File: src/vmeas_host_end.sv
`timescale 1ns/1ps
`default_nettype none
`default_nettype wire

File: src/vmeas_pkg.sv
package vmeas_pkg;
    // device register offsets (byte registers)
    localparam logic [7:0] DEV_LOCK_OFS = 8'h07;
    localparam logic [7:0] DEV_ACT_HI_OFS = 8'h0B;
    localparam logic [7:0] DEV_ACT_LO_OFS = 8'h0C;
    localparam logic [7:0] DEV_TOT_HI_OFS = 8'h28;
    localparam logic [7:0] DEV_TOT_LO_OFS = 8'h29;
    localparam logic [7:0] DEV_FP_HI_OFS = 8'h2C;
    localparam logic [7:0] DEV_FP_LO_OFS = 8'h2D;
    localparam logic [7:0] DEV_SW_HI_OFS = 8'h30;
    localparam logic [7:0] DEV_SW_LO_OFS = 8'h31;
    localparam logic [7:0] DEV_BP_HI_OFS = 8'h34;
    localparam logic [7:0] DEV_BP_LO_OFS = 8'h35;
    localparam logic [7:0] DEV_EXTRACT_OFS = 8'h4C;
    localparam logic [7:0] DEV_RAW_LOCK_OFS = 8'h6A;
    // device field positions
    localparam int LOCK_BIT = 7;
    localparam int SCAN_BIT = 5;
    localparam int ALT_BIT = 2;
    localparam int RAW_LOCK_BIT = 1;
    localparam int HALFLINE_W = 14;
    localparam int ACTIVE_W = 13;
    localparam logic ALT_RESET = 1'b0;
    // controller APB register byte addresses
    localparam logic [7:0] CTL_OFS = 8'h00;
    localparam logic [7:0] STAT_OFS = 8'h04;
    localparam logic [7:0] TOT_OFS = 8'h08;
    localparam logic [7:0] ACT_OFS = 8'h0C;
    localparam logic [7:0] FP_OFS = 8'h10;
    localparam logic [7:0] SW_OFS = 8'h14;
    localparam logic [7:0] BP_OFS = 8'h18;
    localparam logic [7:0] IRQ_STAT_OFS = 8'h1C;
    localparam logic [7:0] IRQ_MASK_OFS = 8'h20;
    // controller status bits
    localparam int ST_LOCK_BIT = 0;
    localparam int ST_SCAN_BIT = 1;
    localparam int ST_RAW_BIT = 2;
    // interrupt bits
    localparam int IRQ_LOCK_CHG_BIT = 0;
    localparam int IRQ_MEAS_CHG_BIT = 1;
    localparam int IRQ_W = 2;
    localparam logic [1:0] IRQ_MASK_RESET = 2'h0;
    localparam int POLL_N = 12;
endpackage : vmeas_pkg

File: src/vmeas_if.sv
`timescale 1ns/1ps
`default_nettype none
interface vmeas_if;
    logic [7:0] reg_addr;
    logic reg_rd;
    logic reg_wr;
    logic [7:0] reg_wdata;
    logic [7:0] reg_rdata;
    logic reg_ack;
    modport device (input reg_addr, input reg_rd, input reg_wr, input reg_wdata,
                    output reg_rdata, output reg_ack);
    modport host (output reg_addr, output reg_rd, output reg_wr, output reg_wdata,
                  input reg_rdata, input reg_ack);
endinterface : vmeas_if
`default_nettype wire

File: src/sync2.sv
`timescale 1ns/1ps
`default_nettype none
module sync2 #(
    parameter int W = 1
) (
    input wire logic clock,
    input wire logic sys_rst,
    input wire logic [W-1:0] async_in,
    output logic [W-1:0] sync_out
);
    logic [W-1:0] meta_q;
    always_ff @(posedge clock or posedge sys_rst) begin
        if (sys_rst) begin
            meta_q <= '0;
            sync_out <= '0;
        end else begin
            meta_q <= async_in;
            sync_out <= meta_q;
        end
    end
endmodule : sync2
`default_nettype wire

File: src/vmeas_device.sv
`timescale 1ns/1ps
`default_nettype none
module vmeas_device #(
    parameter int NPORTS = 4
) (
    input wire logic clock,
    input wire logic sys_rst,
    input wire logic [2:0] port_sel,
    input wire logic [NPORTS-1:0] vsync_pin,
    input wire logic [NPORTS-1:0] hsync_pin,
    input wire logic [NPORTS-1:0] de_pin,
    vmeas_if.device bus
);
    localparam int HW = vmeas_pkg::HALFLINE_W;
    localparam int AW = vmeas_pkg::ACTIVE_W;

    initial begin
        if (NPORTS < 1 || NPORTS > 8) begin
            $error("vmeas_device: NPORTS must be 1 to 8");
        end
    end

    logic [3*NPORTS-1:0] pins_s;
    sync2 #(.W(3*NPORTS)) u_sync (
        .clock(clock),
        .sys_rst(sys_rst),
        .async_in({de_pin, hsync_pin, vsync_pin}),
        .sync_out(pins_s)
    );

    logic vs;
    logic hs;
    logic de;
    always_comb begin
        vs = 1'b0;
        hs = 1'b0;
        de = 1'b0;
        if (32'(port_sel) < NPORTS) begin
            vs = pins_s[port_sel];
            hs = pins_s[NPORTS + 32'(port_sel)];
            de = pins_s[2*NPORTS + 32'(port_sel)];
        end
    end

    logic vs_q, hs_q, de_q;
    logic [2:0] port_q;
    logic alt_q;
    always_ff @(posedge clock or posedge sys_rst) begin
        if (sys_rst) begin
            vs_q <= 1'b0;
            hs_q <= 1'b0;
            de_q <= 1'b0;
            port_q <= 3'h0;
        end else begin
            vs_q <= vs;
            hs_q <= hs;
            de_q <= de;
            port_q <= port_sel;
        end
    end
    wire logic vs_rise = vs & ~vs_q;
    wire logic vs_fall = ~vs & vs_q;
    wire logic de_rise = de & ~de_q;
    wire logic de_fall = ~de & de_q;
    wire logic port_chg = port_q != port_sel;

    // line timing; the alternative method flywheels on DE so blanking lines still tick
    logic [15:0] pix_q;
    logic [15:0] line_len_q;
    logic half_q;
    wire logic ref_edge = alt_q ? de_rise : (hs & ~hs_q);
    wire logic wrap = alt_q & (line_len_q != 16'h0) & (pix_q == line_len_q - 16'h1);
    wire logic line_tick = ref_edge | wrap;
    // pix_q lags the line edge by one, so the half-line point sits one count early
    wire logic mid_tick = ~line_tick & (line_len_q != 16'h0)
                          & (pix_q + 16'h1 == (line_len_q >> 1));
    always_ff @(posedge clock or posedge sys_rst) begin
        if (sys_rst) begin
            pix_q <= 16'h0;
            line_len_q <= 16'h0;
            half_q <= 1'b0;
        end else if (line_tick) begin
            pix_q <= 16'h0;
            half_q <= 1'b0;
            if (ref_edge) begin
                line_len_q <= pix_q + 16'h1;
            end
        end else begin
            pix_q <= pix_q + 16'h1;
            if (mid_tick) begin
                half_q <= 1'b1;
            end
        end
    end

    // per-field stamps in half lines since the vsync leading edge
    logic [HW-1:0] hl_q, sync_end_q, act_start_q, act_end_q;
    logic [AW-1:0] lines_q;
    logic seen_de_q;
    logic cur_b_q;
    // count including this edge's tick, so a tick on a field edge closes the old field
    wire logic [HW-1:0] hl_end = ((line_tick | mid_tick) && hl_q != '1)
                                 ? hl_q + HW'(1) : hl_q;
    always_ff @(posedge clock or posedge sys_rst) begin
        if (sys_rst) begin
            hl_q <= '0;
            sync_end_q <= '0;
            act_start_q <= '0;
            act_end_q <= '0;
            lines_q <= '0;
            seen_de_q <= 1'b0;
            cur_b_q <= 1'b0;
        end else if (vs_rise) begin
            hl_q <= '0;
            lines_q <= '0;
            seen_de_q <= 1'b0;
            cur_b_q <= half_q;
        end else begin
            hl_q <= hl_end;
            if (vs_fall) begin
                sync_end_q <= hl_end;
            end
            if (de_rise) begin
                seen_de_q <= 1'b1;
                if (lines_q != '1) begin
                    lines_q <= lines_q + 1'b1;
                end
                if (!seen_de_q) begin
                    act_start_q <= hl_end;
                end
            end
            if (de_fall) begin
                act_end_q <= hl_end;
            end
        end
    end

    // lock filter and field b snapshot
    logic [HW-1:0] hist1_q, hist2_q;
    logic lock_q, interlaced_q, bvalid_q;
    logic [HW-1:0] tot_q, fp_q, sw_q, bp_q;
    logic [AW-1:0] act_q;
    always_ff @(posedge clock or posedge sys_rst) begin
        if (sys_rst) begin
            hist1_q <= '0;
            hist2_q <= '0;
            lock_q <= 1'b0;
            interlaced_q <= 1'b0;
            bvalid_q <= 1'b0;
        end else if (port_chg) begin
            hist1_q <= '0;
            hist2_q <= '0;
            lock_q <= 1'b0;
            bvalid_q <= 1'b0;
        end else if (vs_rise) begin
            hist1_q <= hl_end;
            hist2_q <= hist1_q;
            // two fields back is the same field of the previous frame
            lock_q <= (hl_end == hist2_q) && hl_end != '0;
            interlaced_q <= hl_end[0];
            if (hl_end != hist2_q) begin
                bvalid_q <= 1'b0;
            end else if (cur_b_q) begin
                bvalid_q <= 1'b1;
            end
        end
    end
    always_ff @(posedge clock or posedge sys_rst) begin
        if (sys_rst) begin
            tot_q <= '0;
            act_q <= '0;
            fp_q <= '0;
            sw_q <= '0;
            bp_q <= '0;
        end else if (vs_rise && cur_b_q) begin
            tot_q <= hl_end;
            act_q <= lines_q;
            fp_q <= hl_end - act_end_q;
            sw_q <= sync_end_q;
            bp_q <= act_start_q - sync_end_q;
        end
    end
    wire logic raw_lock = lock_q & (~interlaced_q | bvalid_q);

    // register port; reading a high byte freezes its low byte for the following read
    logic [7:0] shadow_q;
    always_ff @(posedge clock or posedge sys_rst) begin
        if (sys_rst) begin
            alt_q <= vmeas_pkg::ALT_RESET;
        end else if (bus.reg_wr && bus.reg_addr == vmeas_pkg::DEV_EXTRACT_OFS) begin
            alt_q <= bus.reg_wdata[vmeas_pkg::ALT_BIT];
        end
    end
    always_ff @(posedge clock or posedge sys_rst) begin
        if (sys_rst) begin
            bus.reg_rdata <= 8'h00;
            bus.reg_ack <= 1'b0;
            shadow_q <= 8'h00;
        end else begin
            bus.reg_ack <= bus.reg_rd | bus.reg_wr;
            if (bus.reg_rd) begin
                bus.reg_rdata <= 8'h00;
                if (bus.reg_addr == vmeas_pkg::DEV_LOCK_OFS) begin
                    bus.reg_rdata[vmeas_pkg::LOCK_BIT] <= lock_q;
                end else if (bus.reg_addr == vmeas_pkg::DEV_RAW_LOCK_OFS) begin
                    bus.reg_rdata[vmeas_pkg::RAW_LOCK_BIT] <= raw_lock;
                end else if (bus.reg_addr == vmeas_pkg::DEV_ACT_HI_OFS) begin
                    bus.reg_rdata <= {2'b00, interlaced_q, act_q[12:8]};
                    shadow_q <= act_q[7:0];
                end else if (bus.reg_addr == vmeas_pkg::DEV_TOT_HI_OFS) begin
                    bus.reg_rdata <= {2'b00, tot_q[13:8]};
                    shadow_q <= tot_q[7:0];
                end else if (bus.reg_addr == vmeas_pkg::DEV_FP_HI_OFS) begin
                    bus.reg_rdata <= {2'b00, fp_q[13:8]};
                    shadow_q <= fp_q[7:0];
                end else if (bus.reg_addr == vmeas_pkg::DEV_SW_HI_OFS) begin
                    bus.reg_rdata <= {2'b00, sw_q[13:8]};
                    shadow_q <= sw_q[7:0];
                end else if (bus.reg_addr == vmeas_pkg::DEV_BP_HI_OFS) begin
                    bus.reg_rdata <= {2'b00, bp_q[13:8]};
                    shadow_q <= bp_q[7:0];
                end else if (bus.reg_addr == vmeas_pkg::DEV_ACT_LO_OFS
                             || bus.reg_addr == vmeas_pkg::DEV_TOT_LO_OFS
                             || bus.reg_addr == vmeas_pkg::DEV_FP_LO_OFS
                             || bus.reg_addr == vmeas_pkg::DEV_SW_LO_OFS
                             || bus.reg_addr == vmeas_pkg::DEV_BP_LO_OFS) begin
                    bus.reg_rdata <= shadow_q;
                end else if (bus.reg_addr == vmeas_pkg::DEV_EXTRACT_OFS) begin
                    bus.reg_rdata[vmeas_pkg::ALT_BIT] <= alt_q;
                end
            end
        end
    end
endmodule : vmeas_device
`default_nettype wire

File: src/flat_wrapper.sv
// flat-port wrapper written by rule: the top's interface ports become plain ports
module vmeas_device_flat 
#(
    parameter int NPORTS = 4
)
  (clock, sys_rst, port_sel, vsync_pin, hsync_pin, de_pin, bus_reg_addr, bus_reg_rd, bus_reg_wr, bus_reg_wdata, bus_reg_rdata, bus_reg_ack);
  vmeas_if bus_i ();
  input wire logic clock;
  input wire logic sys_rst;
  input wire logic [2:0] port_sel;
  input wire logic [NPORTS-1:0] vsync_pin;
  input wire logic [NPORTS-1:0] hsync_pin;
  input wire logic [NPORTS-1:0] de_pin;
  input wire logic [$bits(bus_i.reg_addr)-1:0] bus_reg_addr;
  input wire logic [$bits(bus_i.reg_rd)-1:0] bus_reg_rd;
  input wire logic [$bits(bus_i.reg_wr)-1:0] bus_reg_wr;
  input wire logic [$bits(bus_i.reg_wdata)-1:0] bus_reg_wdata;
  output wire logic [$bits(bus_i.reg_rdata)-1:0] bus_reg_rdata;
  output wire logic [$bits(bus_i.reg_ack)-1:0] bus_reg_ack;
  assign bus_i.reg_addr = bus_reg_addr;
  assign bus_i.reg_rd = bus_reg_rd;
  assign bus_i.reg_wr = bus_reg_wr;
  assign bus_i.reg_wdata = bus_reg_wdata;
  assign bus_reg_rdata = bus_i.reg_rdata;
  assign bus_reg_ack = bus_i.reg_ack;
  vmeas_device #(.NPORTS(NPORTS)) u_core (.clock(clock), .sys_rst(sys_rst), .port_sel(port_sel), .vsync_pin(vsync_pin), .hsync_pin(hsync_pin), .de_pin(de_pin), .bus(bus_i));
endmodule
File: config.mk
export PLATFORM = sky130hd
export DESIGN_NAME = vmeas_device_flat
export DESIGN_NICKNAME = d
export VERILOG_FILES = /design/src/vmeas_host_end.sv /design/src/vmeas_pkg.sv /design/src/vmeas_if.sv /design/src/sync2.sv /design/src/vmeas_device.sv /design/src/flat_wrapper.sv
export SDC_FILE = /design/constraint.sdc
export NUM_CORES = 1
export LEC_CHECK = 0
export ABC_CLOCK_PERIOD_IN_PS = 9300
export BUFFER_PORTS_ARGS = -buffer_cell sky130_fd_sc_hd__buf_4
export CAP_MARGIN = 20
export CORE_MARGIN = 2
export CORE_UTILIZATION = 55
export CTS_CLUSTER_DIAMETER = 100
export CTS_CLUSTER_SIZE = 25
export DETAILED_ROUTE_END_ITERATION = 12
export GPL_TIMING_DRIVEN = 1
export PLACE_DENSITY_LB_ADDON = 0.2
export RECOVER_POWER = 25
export SYNTH_ARGS = -nofsm -noshare
export SYNTH_HDL_FRONTEND = slang
export SYNTH_SLANG_ARGS = --single-unit
File: constraint.sdc
create_clock -name clock -period 9.3 [get_ports clock]
set_clock_uncertainty 0.15 [all_clocks]
set_input_delay 1.395 -clock clock [delete_from_list [all_inputs] [get_ports clock]]
set_output_delay 1.395 -clock clock [all_outputs]
set_load 0.01 [all_outputs]
* Yosys cells after proc, flatten, opt, wreduce, memory -nomap -nowiden
Index checks and enable logic that the tools add are counted.
** Storage, ports and cells
- Register bits :: 252
- Input port bits :: 35
- Output and inout bits :: 9
- Word-level logic and storage cells :: 161
** Cells by class
- Add/subtract/negate cells :: 8
- $lt $le $gt $ge :: 4
- Eq/ne operators :: 20
- Mux-type cells :: 49
- Bitwise operators :: 26
- Reductions and logical operators :: 24
** Operators by type and width (count)
- 2-to-1 mux 14 bit :: 6
- 2-to-1 mux 8 bit :: 10
- == test 8 x 6 -> 1 bit (second input constant) :: 8
- < comparator 32 x 5 -> 1 bit (second input constant) :: 2
- 2-to-1 mux 13 bit :: 3
- subtractor 14 bit :: 2
- 2-to-1 mux 1 bit :: 22
- adder 16 x 1 -> 16 bit (second input constant) :: 1
- == test 16 x 15 -> 1 bit :: 1
- == test 16 bit :: 1
- == test 8 x 4 -> 1 bit (second input constant) :: 2
- == test 8 x 7 -> 1 bit (second input constant) :: 2
- 2-to-1 mux 16 bit :: 1
- nonzero test 16 bit :: 1
- subtractor 16 x 1 -> 16 bit (second input constant) :: 1
- adder 14 x 1 -> 14 bit (second input constant) :: 1
- == test 14 bit :: 1
- != test 14 bit :: 1
- != test 14 bit (second input constant) :: 1
- nonzero test 14 bit :: 1
- adder 13 x 1 -> 13 bit (second input constant) :: 1
- != test 13 bit (second input constant) :: 1
- inverter 1 bit :: 12
- AND reduction 2 bit :: 6
- 21 further kinds :: 43

* Longest topological paths before layout
- Depth after elaboration :: 17
- Mapped depth :: 26
- Depth with buffers taken out :: 24

* Cells and area by module
A second synthesis with hierarchy kept.
** Second synthesis, totals
- Cells, all modules :: 1367
- Area total of the unflattened synthesis :: 12907.4 um^2
** By module, submodules not included
- vmeas_device :: instances 1, cells an instance 1342, area each 12303.0 um^2, sequential area each 5705.5 um^2
- sync2 :: instances 1, cells an instance 25, area each 604.3 um^2, sequential area each 600.6 um^2

* Worst setup path after synthesis
OpenSTA, ideal clock, no wires.
- Path type :: input-to-reg
- From :: in port_sel[0]
- To :: reg u_core.fp_q[13]
- Library setup time :: 0.124 ns
- Arrival :: 5.545 ns
- Required time :: 9.026 ns
- Slack :: 3.480 ns
- Stages on the path :: 24
- Path buffers :: 3
- Cells stage by stage :: mux4_2 > nand2b_1 > nor2_1 > a22o_1 > clkbuf_1 > a31o_2 > buf_2 > o211ai_1 > and2_1 > clkbuf_1 > inv_1 > ha_1 > nor2b_1 > o21ai_0 > a21boi_0 > o21ai_0 > a21boi_0 > o21ai_0 > nand2b_1 > a21oi_1 > maj3_1 > o21ai_0 > a211o_1 > nand3_1
** Between the ends
- Longest elaborated chain between the ends :: 14
- Elaborated cells on any way between the ends :: 25
- Those cells by class :: add/sub (3); order compare (1); mux (11); bitwise (8); reduce/logical (2)
** RTL lines
- from (decl) :: line flat_wrapper.sv:10 : input wire logic [2:0] port_sel;
- adder 4 x 3 -> 5 bit / adder 3 x 3 -> 4 bit (equally long branches) :: line vmeas_device.sv:41, vmeas_device.sv:40
- binary-select mux 1 bit (select 4 bit) (on tied branches) :: line vmeas_device.sv:41, vmeas_device.sv:40
- 2-to-1 mux 1 bit (on tied branches) :: line vmeas_device.sv:41, vmeas_device.sv:40
- 2-to-1 mux 1 bit :: line vmeas_device.sv:38 : if (32'(port_sel) < NPORTS) begin
- AND 1 bit (on tied branches) :: line vmeas_device.sv:63, vmeas_device.sv:71
- 2-to-1 mux 1 bit (*) :: line vmeas_device.sv:71 : wire logic ref_edge = alt_q ? de_rise : (hs & ~hs_q);
- bitwise OR 1 bit (*) :: line vmeas_device.sv:73 : wire logic line_tick = ref_edge | wrap;
- inverter 1 bit :: line vmeas_device.sv:75 : wire logic mid_tick = ~line_tick & (line_len_q != 16'h0)
- AND 1 bit :: line vmeas_device.sv:75
- AND 1 bit :: line vmeas_device.sv:76 : & (pix_q + 16'h1 == (line_len_q >> 1));
- bitwise OR 1 bit (*) :: line vmeas_device.sv:102 : wire logic [HW-1:0] hl_end = ((line_tick | mid_tick) && hl_q != '1)
- logical AND 1 bit (*) :: line vmeas_device.sv:102
- 2-to-1 mux 14 bit (*) :: line vmeas_device.sv:103 : ? hl_q + HW'(1) : hl_q;
- net u_core.hl_end[1] :: line vmeas_device.sv:102
- subtractor 14 bit (*) :: line vmeas_device.sv:178 : fp_q <= hl_end - act_end_q;
- to (signal assigned) :: line vmeas_device.sv:178
- to (decl) :: line vmeas_device.sv:141 : logic [HW-1:0] tot_q, fp_q, sw_q, bp_q;
The timed path passes the listed nets; every way through them passes the cells marked *. The select of a mux whose other input is x is not followed.
A chain may end at the register's enable or synchronous reset.

* Worst setup path after layout
Same ends and word-level chain as after synthesis.

==> results.md <==
* Status: finished, violations left
* Failing checks: max-capacitance violations, max-slew violations
* Antenna viol nets, final at 0
* Pleak at between 6 and 7 nW
* Slew headroom at -186%
* Synth area leaders: dfrtp_1 48%, nand2_1 4.9%, o21ai_0 4.8%, nor2_1 3.7%, xnor2_1 3.3%
* Most frequent cells in the layout: 252 x dfrtp_1, 173 x nand2_1, 128 x nor2_1
* Multi-input combinational cell area at ~6300 µm²
* Clk slew on worst S/H paths at 90 ps
* Num CTS Buffers at 14
* Yosys reg bits at about 250
* Total chip power at 2.92 mW
* Startpoint Class: input port
* FF+latch area at 6310 µm²
* Largest area contributor in the netlist: dfrtp_1
* Switching part of the total at around a third
* Root buf cell: clkbuf_16
* First-pass GRT wire length at 50.2 mm
* Fin crit share at roughly 74%
* Mapped Cells at between 1000 and 1500
* Met1 Usage GRT at 35.7%
* Place WS at 2060 ps
* Initial DRC count at 689
* Crit end category: register
* Final wirelength at 30.1 mm
* Adder-cell share of the synthesized area at 3.12%
* Prevailing post-synth register cell: dfrtp_1
* Clk Latency, worst-skew pair at 500 ps
* Synth unique cells at 85
* Largest net degree at the start of global routing at around 100
* Slew @ Worst Pin at 4260 ps
* Final worst slack at 2410 ps
* Post-synthesis sequential area ratio at 47.7%
* Die area at 25300 µm²
* Cell area after synthesis at 13200 µm²
* Clock Sink Count at between 200 and 300
* Initial antenna violation count at 0
* I/O Pins at 44
* Max Fanout on Critical Path at 20
* RSZ-0062 raised after global routing: no
* Port Buf Inserts at 36
* Peak VDD IR at 0.149 mV
* Hold_buf cts at 0
* Worst Hold Margin at 202 ps
* Critical Path RT at between 9000 and 10000 ps
* Vias/cell at 5.78
* GPL Wtd Cong at 0.881
* P per Cell Area at 206 nW/µm²
* Asr flop ratio synth at 100%
* Nets at 1433
* Core area at 23500 µm²
* Die Width at 159 µm
* Yosys top cell area share at 47.7%
* P_int at 1.94 mW
* Hold Path Class: register to register
* Clock Tree Buf Depth at 3
* Post CTS Setup Buffer Count at 0
* DR DRC count at 0
* Global route total overflow at 0
* Largest family of logic cells by synthesized area: simple AND/OR/NAND/NOR gates
* First-pass DRT Iterations at 6
* PostCTS Resize Cnt at 0
* Die Span Y at 159 µm
* WL/cell at 17.8 µm
* Max-Cap Viols at 1
* P_sw at ~1 mW
* Layout Area Growth over Synthesis at 6.98%
* DPL Wire Length at 21.0 mm
* Syn nets at 1442
* Critical-path top delay cell: a22o_1
* Crit path time final at 6890 ps
* Crit Path Class: input port to register
* Clk pwr share at 23.8%
* CP cell instances: clkbuf_1 -> mux4_2 -> nand2b_1 -> nor2_1 -> a22o_1 -> buf_4 -> and2_1 -> a41oi_2 -> nand3_1 -> and2_1 -> inv_1 -> ha_1 -> nor2b_1 -> o21ai_0 -> a21boi_0 -> o21ai_0 -> a21boi_0 -> o21ai_0 -> nand2b_1 -> a21oi_1 -> maj3_1 -> o21ai_0 -> a211o_1 -> nand3_1
* Arrival @ worst endpoint at 7120 ps
* Antenna Cells at 0
* Sequential fraction of design power at 48.4%
* XOR/XNOR Fraction of Synth Area at 7.53%
* Number of global-route vias before repair at 9479
* GRT busiest layer: met2
* H-tree lvl count at 1
* Synth warn at 0
* Fmax at between 100 and 150 MHz
* Simple-gate portion of the synthesized area at 17.8%
* Hold Violations, Final at 0
* Mux cell area share after synthesis at 4.14%
* Setup TNS at 0 ps
* TritonCTS clock tree: yes
* Initial Util at between 50% and 60%
* FP Rows at between 50 and 60
* Gr usage total at 24.2%
* # fillers at 2093
* Most common cell after layout, fill and taps aside: dfrtp_1
* Via Count at 9771
* Compound-Gate Fraction of Synth Area at 14.8%
* Final Max Slew Viols at 102
* EDFF count, synth at 0
* CP max stage delay at ~730 ps
* Fraction of layout cells with a size suffix above 1 at 10.1%
* Logic pwr share at between 20% and 30%
* GR Util met3 at 2.94%
* Met2 Usage GRT at between 30% and 40%
* Crit path top cell by count: o21ai_0
* Setup violators final at 0
* Mean Syn Cell Area at 9.60 µm²
## cell type report
| cell class | count | share of cell area (%) |
|---|---|---|
| Clock buffer | 17 | 2.78 |
| Inverter | 78 | 2.08 |
| Multi-Input combinational cell | 964 | 44.4 |
| Timing Repair Buffer | 57 | 2.92 |
| Tap cell | 319 | 2.82 |
| Sequential cell | 252 | 44.6 |
| Clock inverter | 3 | 0.381 |
## cell families (layout without fill, tap and decap cells)
family	count (synthesis)	count (layout)
adder cells (fa/ha/maj)	32	32
XOR/XNOR	94	94
buffers and inverters	160	155
AND/OR/NAND/NOR	478	478
multiplexers	47	47
flip-flops	252	252
AO/OA/AOI/OAI	313	313
## metal layers
layer  wire length [µm]  vias up
met4                545        0
met2              13800      209
li1                   -     4762
met1              14500     4754
met3               1300       46
met5                  0        -
## power groups by stage
stage | combinational, mW | sequential (mW) | clock, mW
global route | 0.914 | 1.43 | 0.750
CTS | 0.810 | 1.41 | 0.718
global placement | 0.790 | 1.42 | 0
floorplan | 0.703 | 1.33 | 0
finish | 0.808 | 1.41 | 0.695
detailed placement | 0.807 | 1.43 | 0
## worst max-delay path, delay by kind of cell
kind            cells  cell delay, ps
simple gates        8            1760
compound gates     10            2250
mux                 1             280
buf+inv             3             740
fa+ha+maj           2             690
## cells in the mapped netlist, types with 28 or more instances
library cell,instances
dfrtp_1,252
nand2_1,174
nor2_1,129
o21ai_0,126
inv_1,78
a21oi_1,69
clkbuf_1,56
xnor2_1,50
nand3_1,33
xor2_1,31
ha_1,29
mux2_2,28
## path summary, 6_finish.rpt
path	from	endpoint	slack (ps)	cells past startpoint
setup / recovery	port_sel[0]	u_core.fp_q[13]$_DFFE_PP0P_	2410	24
hold / removal	u_core.u_sync.meta_q[4]$_DFF_PP0_	u_core.u_sync.sync_out[4]$_DFF_PP0_	200	0
setup reg to reg	u_core.line_len_q[0]$_DFFE_PP0P_	u_core.fp_q[13]$_DFFE_PP0P_	2870	22
hold reg to reg	u_core.u_sync.meta_q[4]$_DFF_PP0_	u_core.u_sync.sync_out[4]$_DFF_PP0_	200	0
max in group asynchronous	sys_rst	u_core.sync_end_q[10]$_DFFE_PP0P_	4590	3
min in group asynchronous	sys_rst	u_core.u_sync.sync_out[4]$_DFF_PP0_	2040	2
## metrics by stage
stage | instance area [µm²] | utilization [%] | cells
2_1_floorplan | 13200 | - | 1376
3_3_place_gp | 13700 | 58.2 | 1670
3_5_place_dp | 13700 | 58.2 | 1670
4_1_cts | 14200 | 60.1 | 1690
5_1_grt | 14100 | 60.0 | 1690
6_report | 14100 | 60.0 | 1690
## sequential cells by signal (all words and copies together), names as in the netlist, 13 cells and up
register and flops:
u_core.sync_end_q 14, u_core.act_end_q 14, u_core.hl_q 14, u_core.act_q 13
u_core.hist1_q 14, u_core.tot_q 14, u_core.lines_q 13, u_core.act_start_q 14
u_core.hist2_q 14, u_core.fp_q 14, u_core.sw_q 14, u_core.pix_q 16
u_core.bp_q 14, u_core.line_len_q 16
Power figures use the tool's default switching activity.
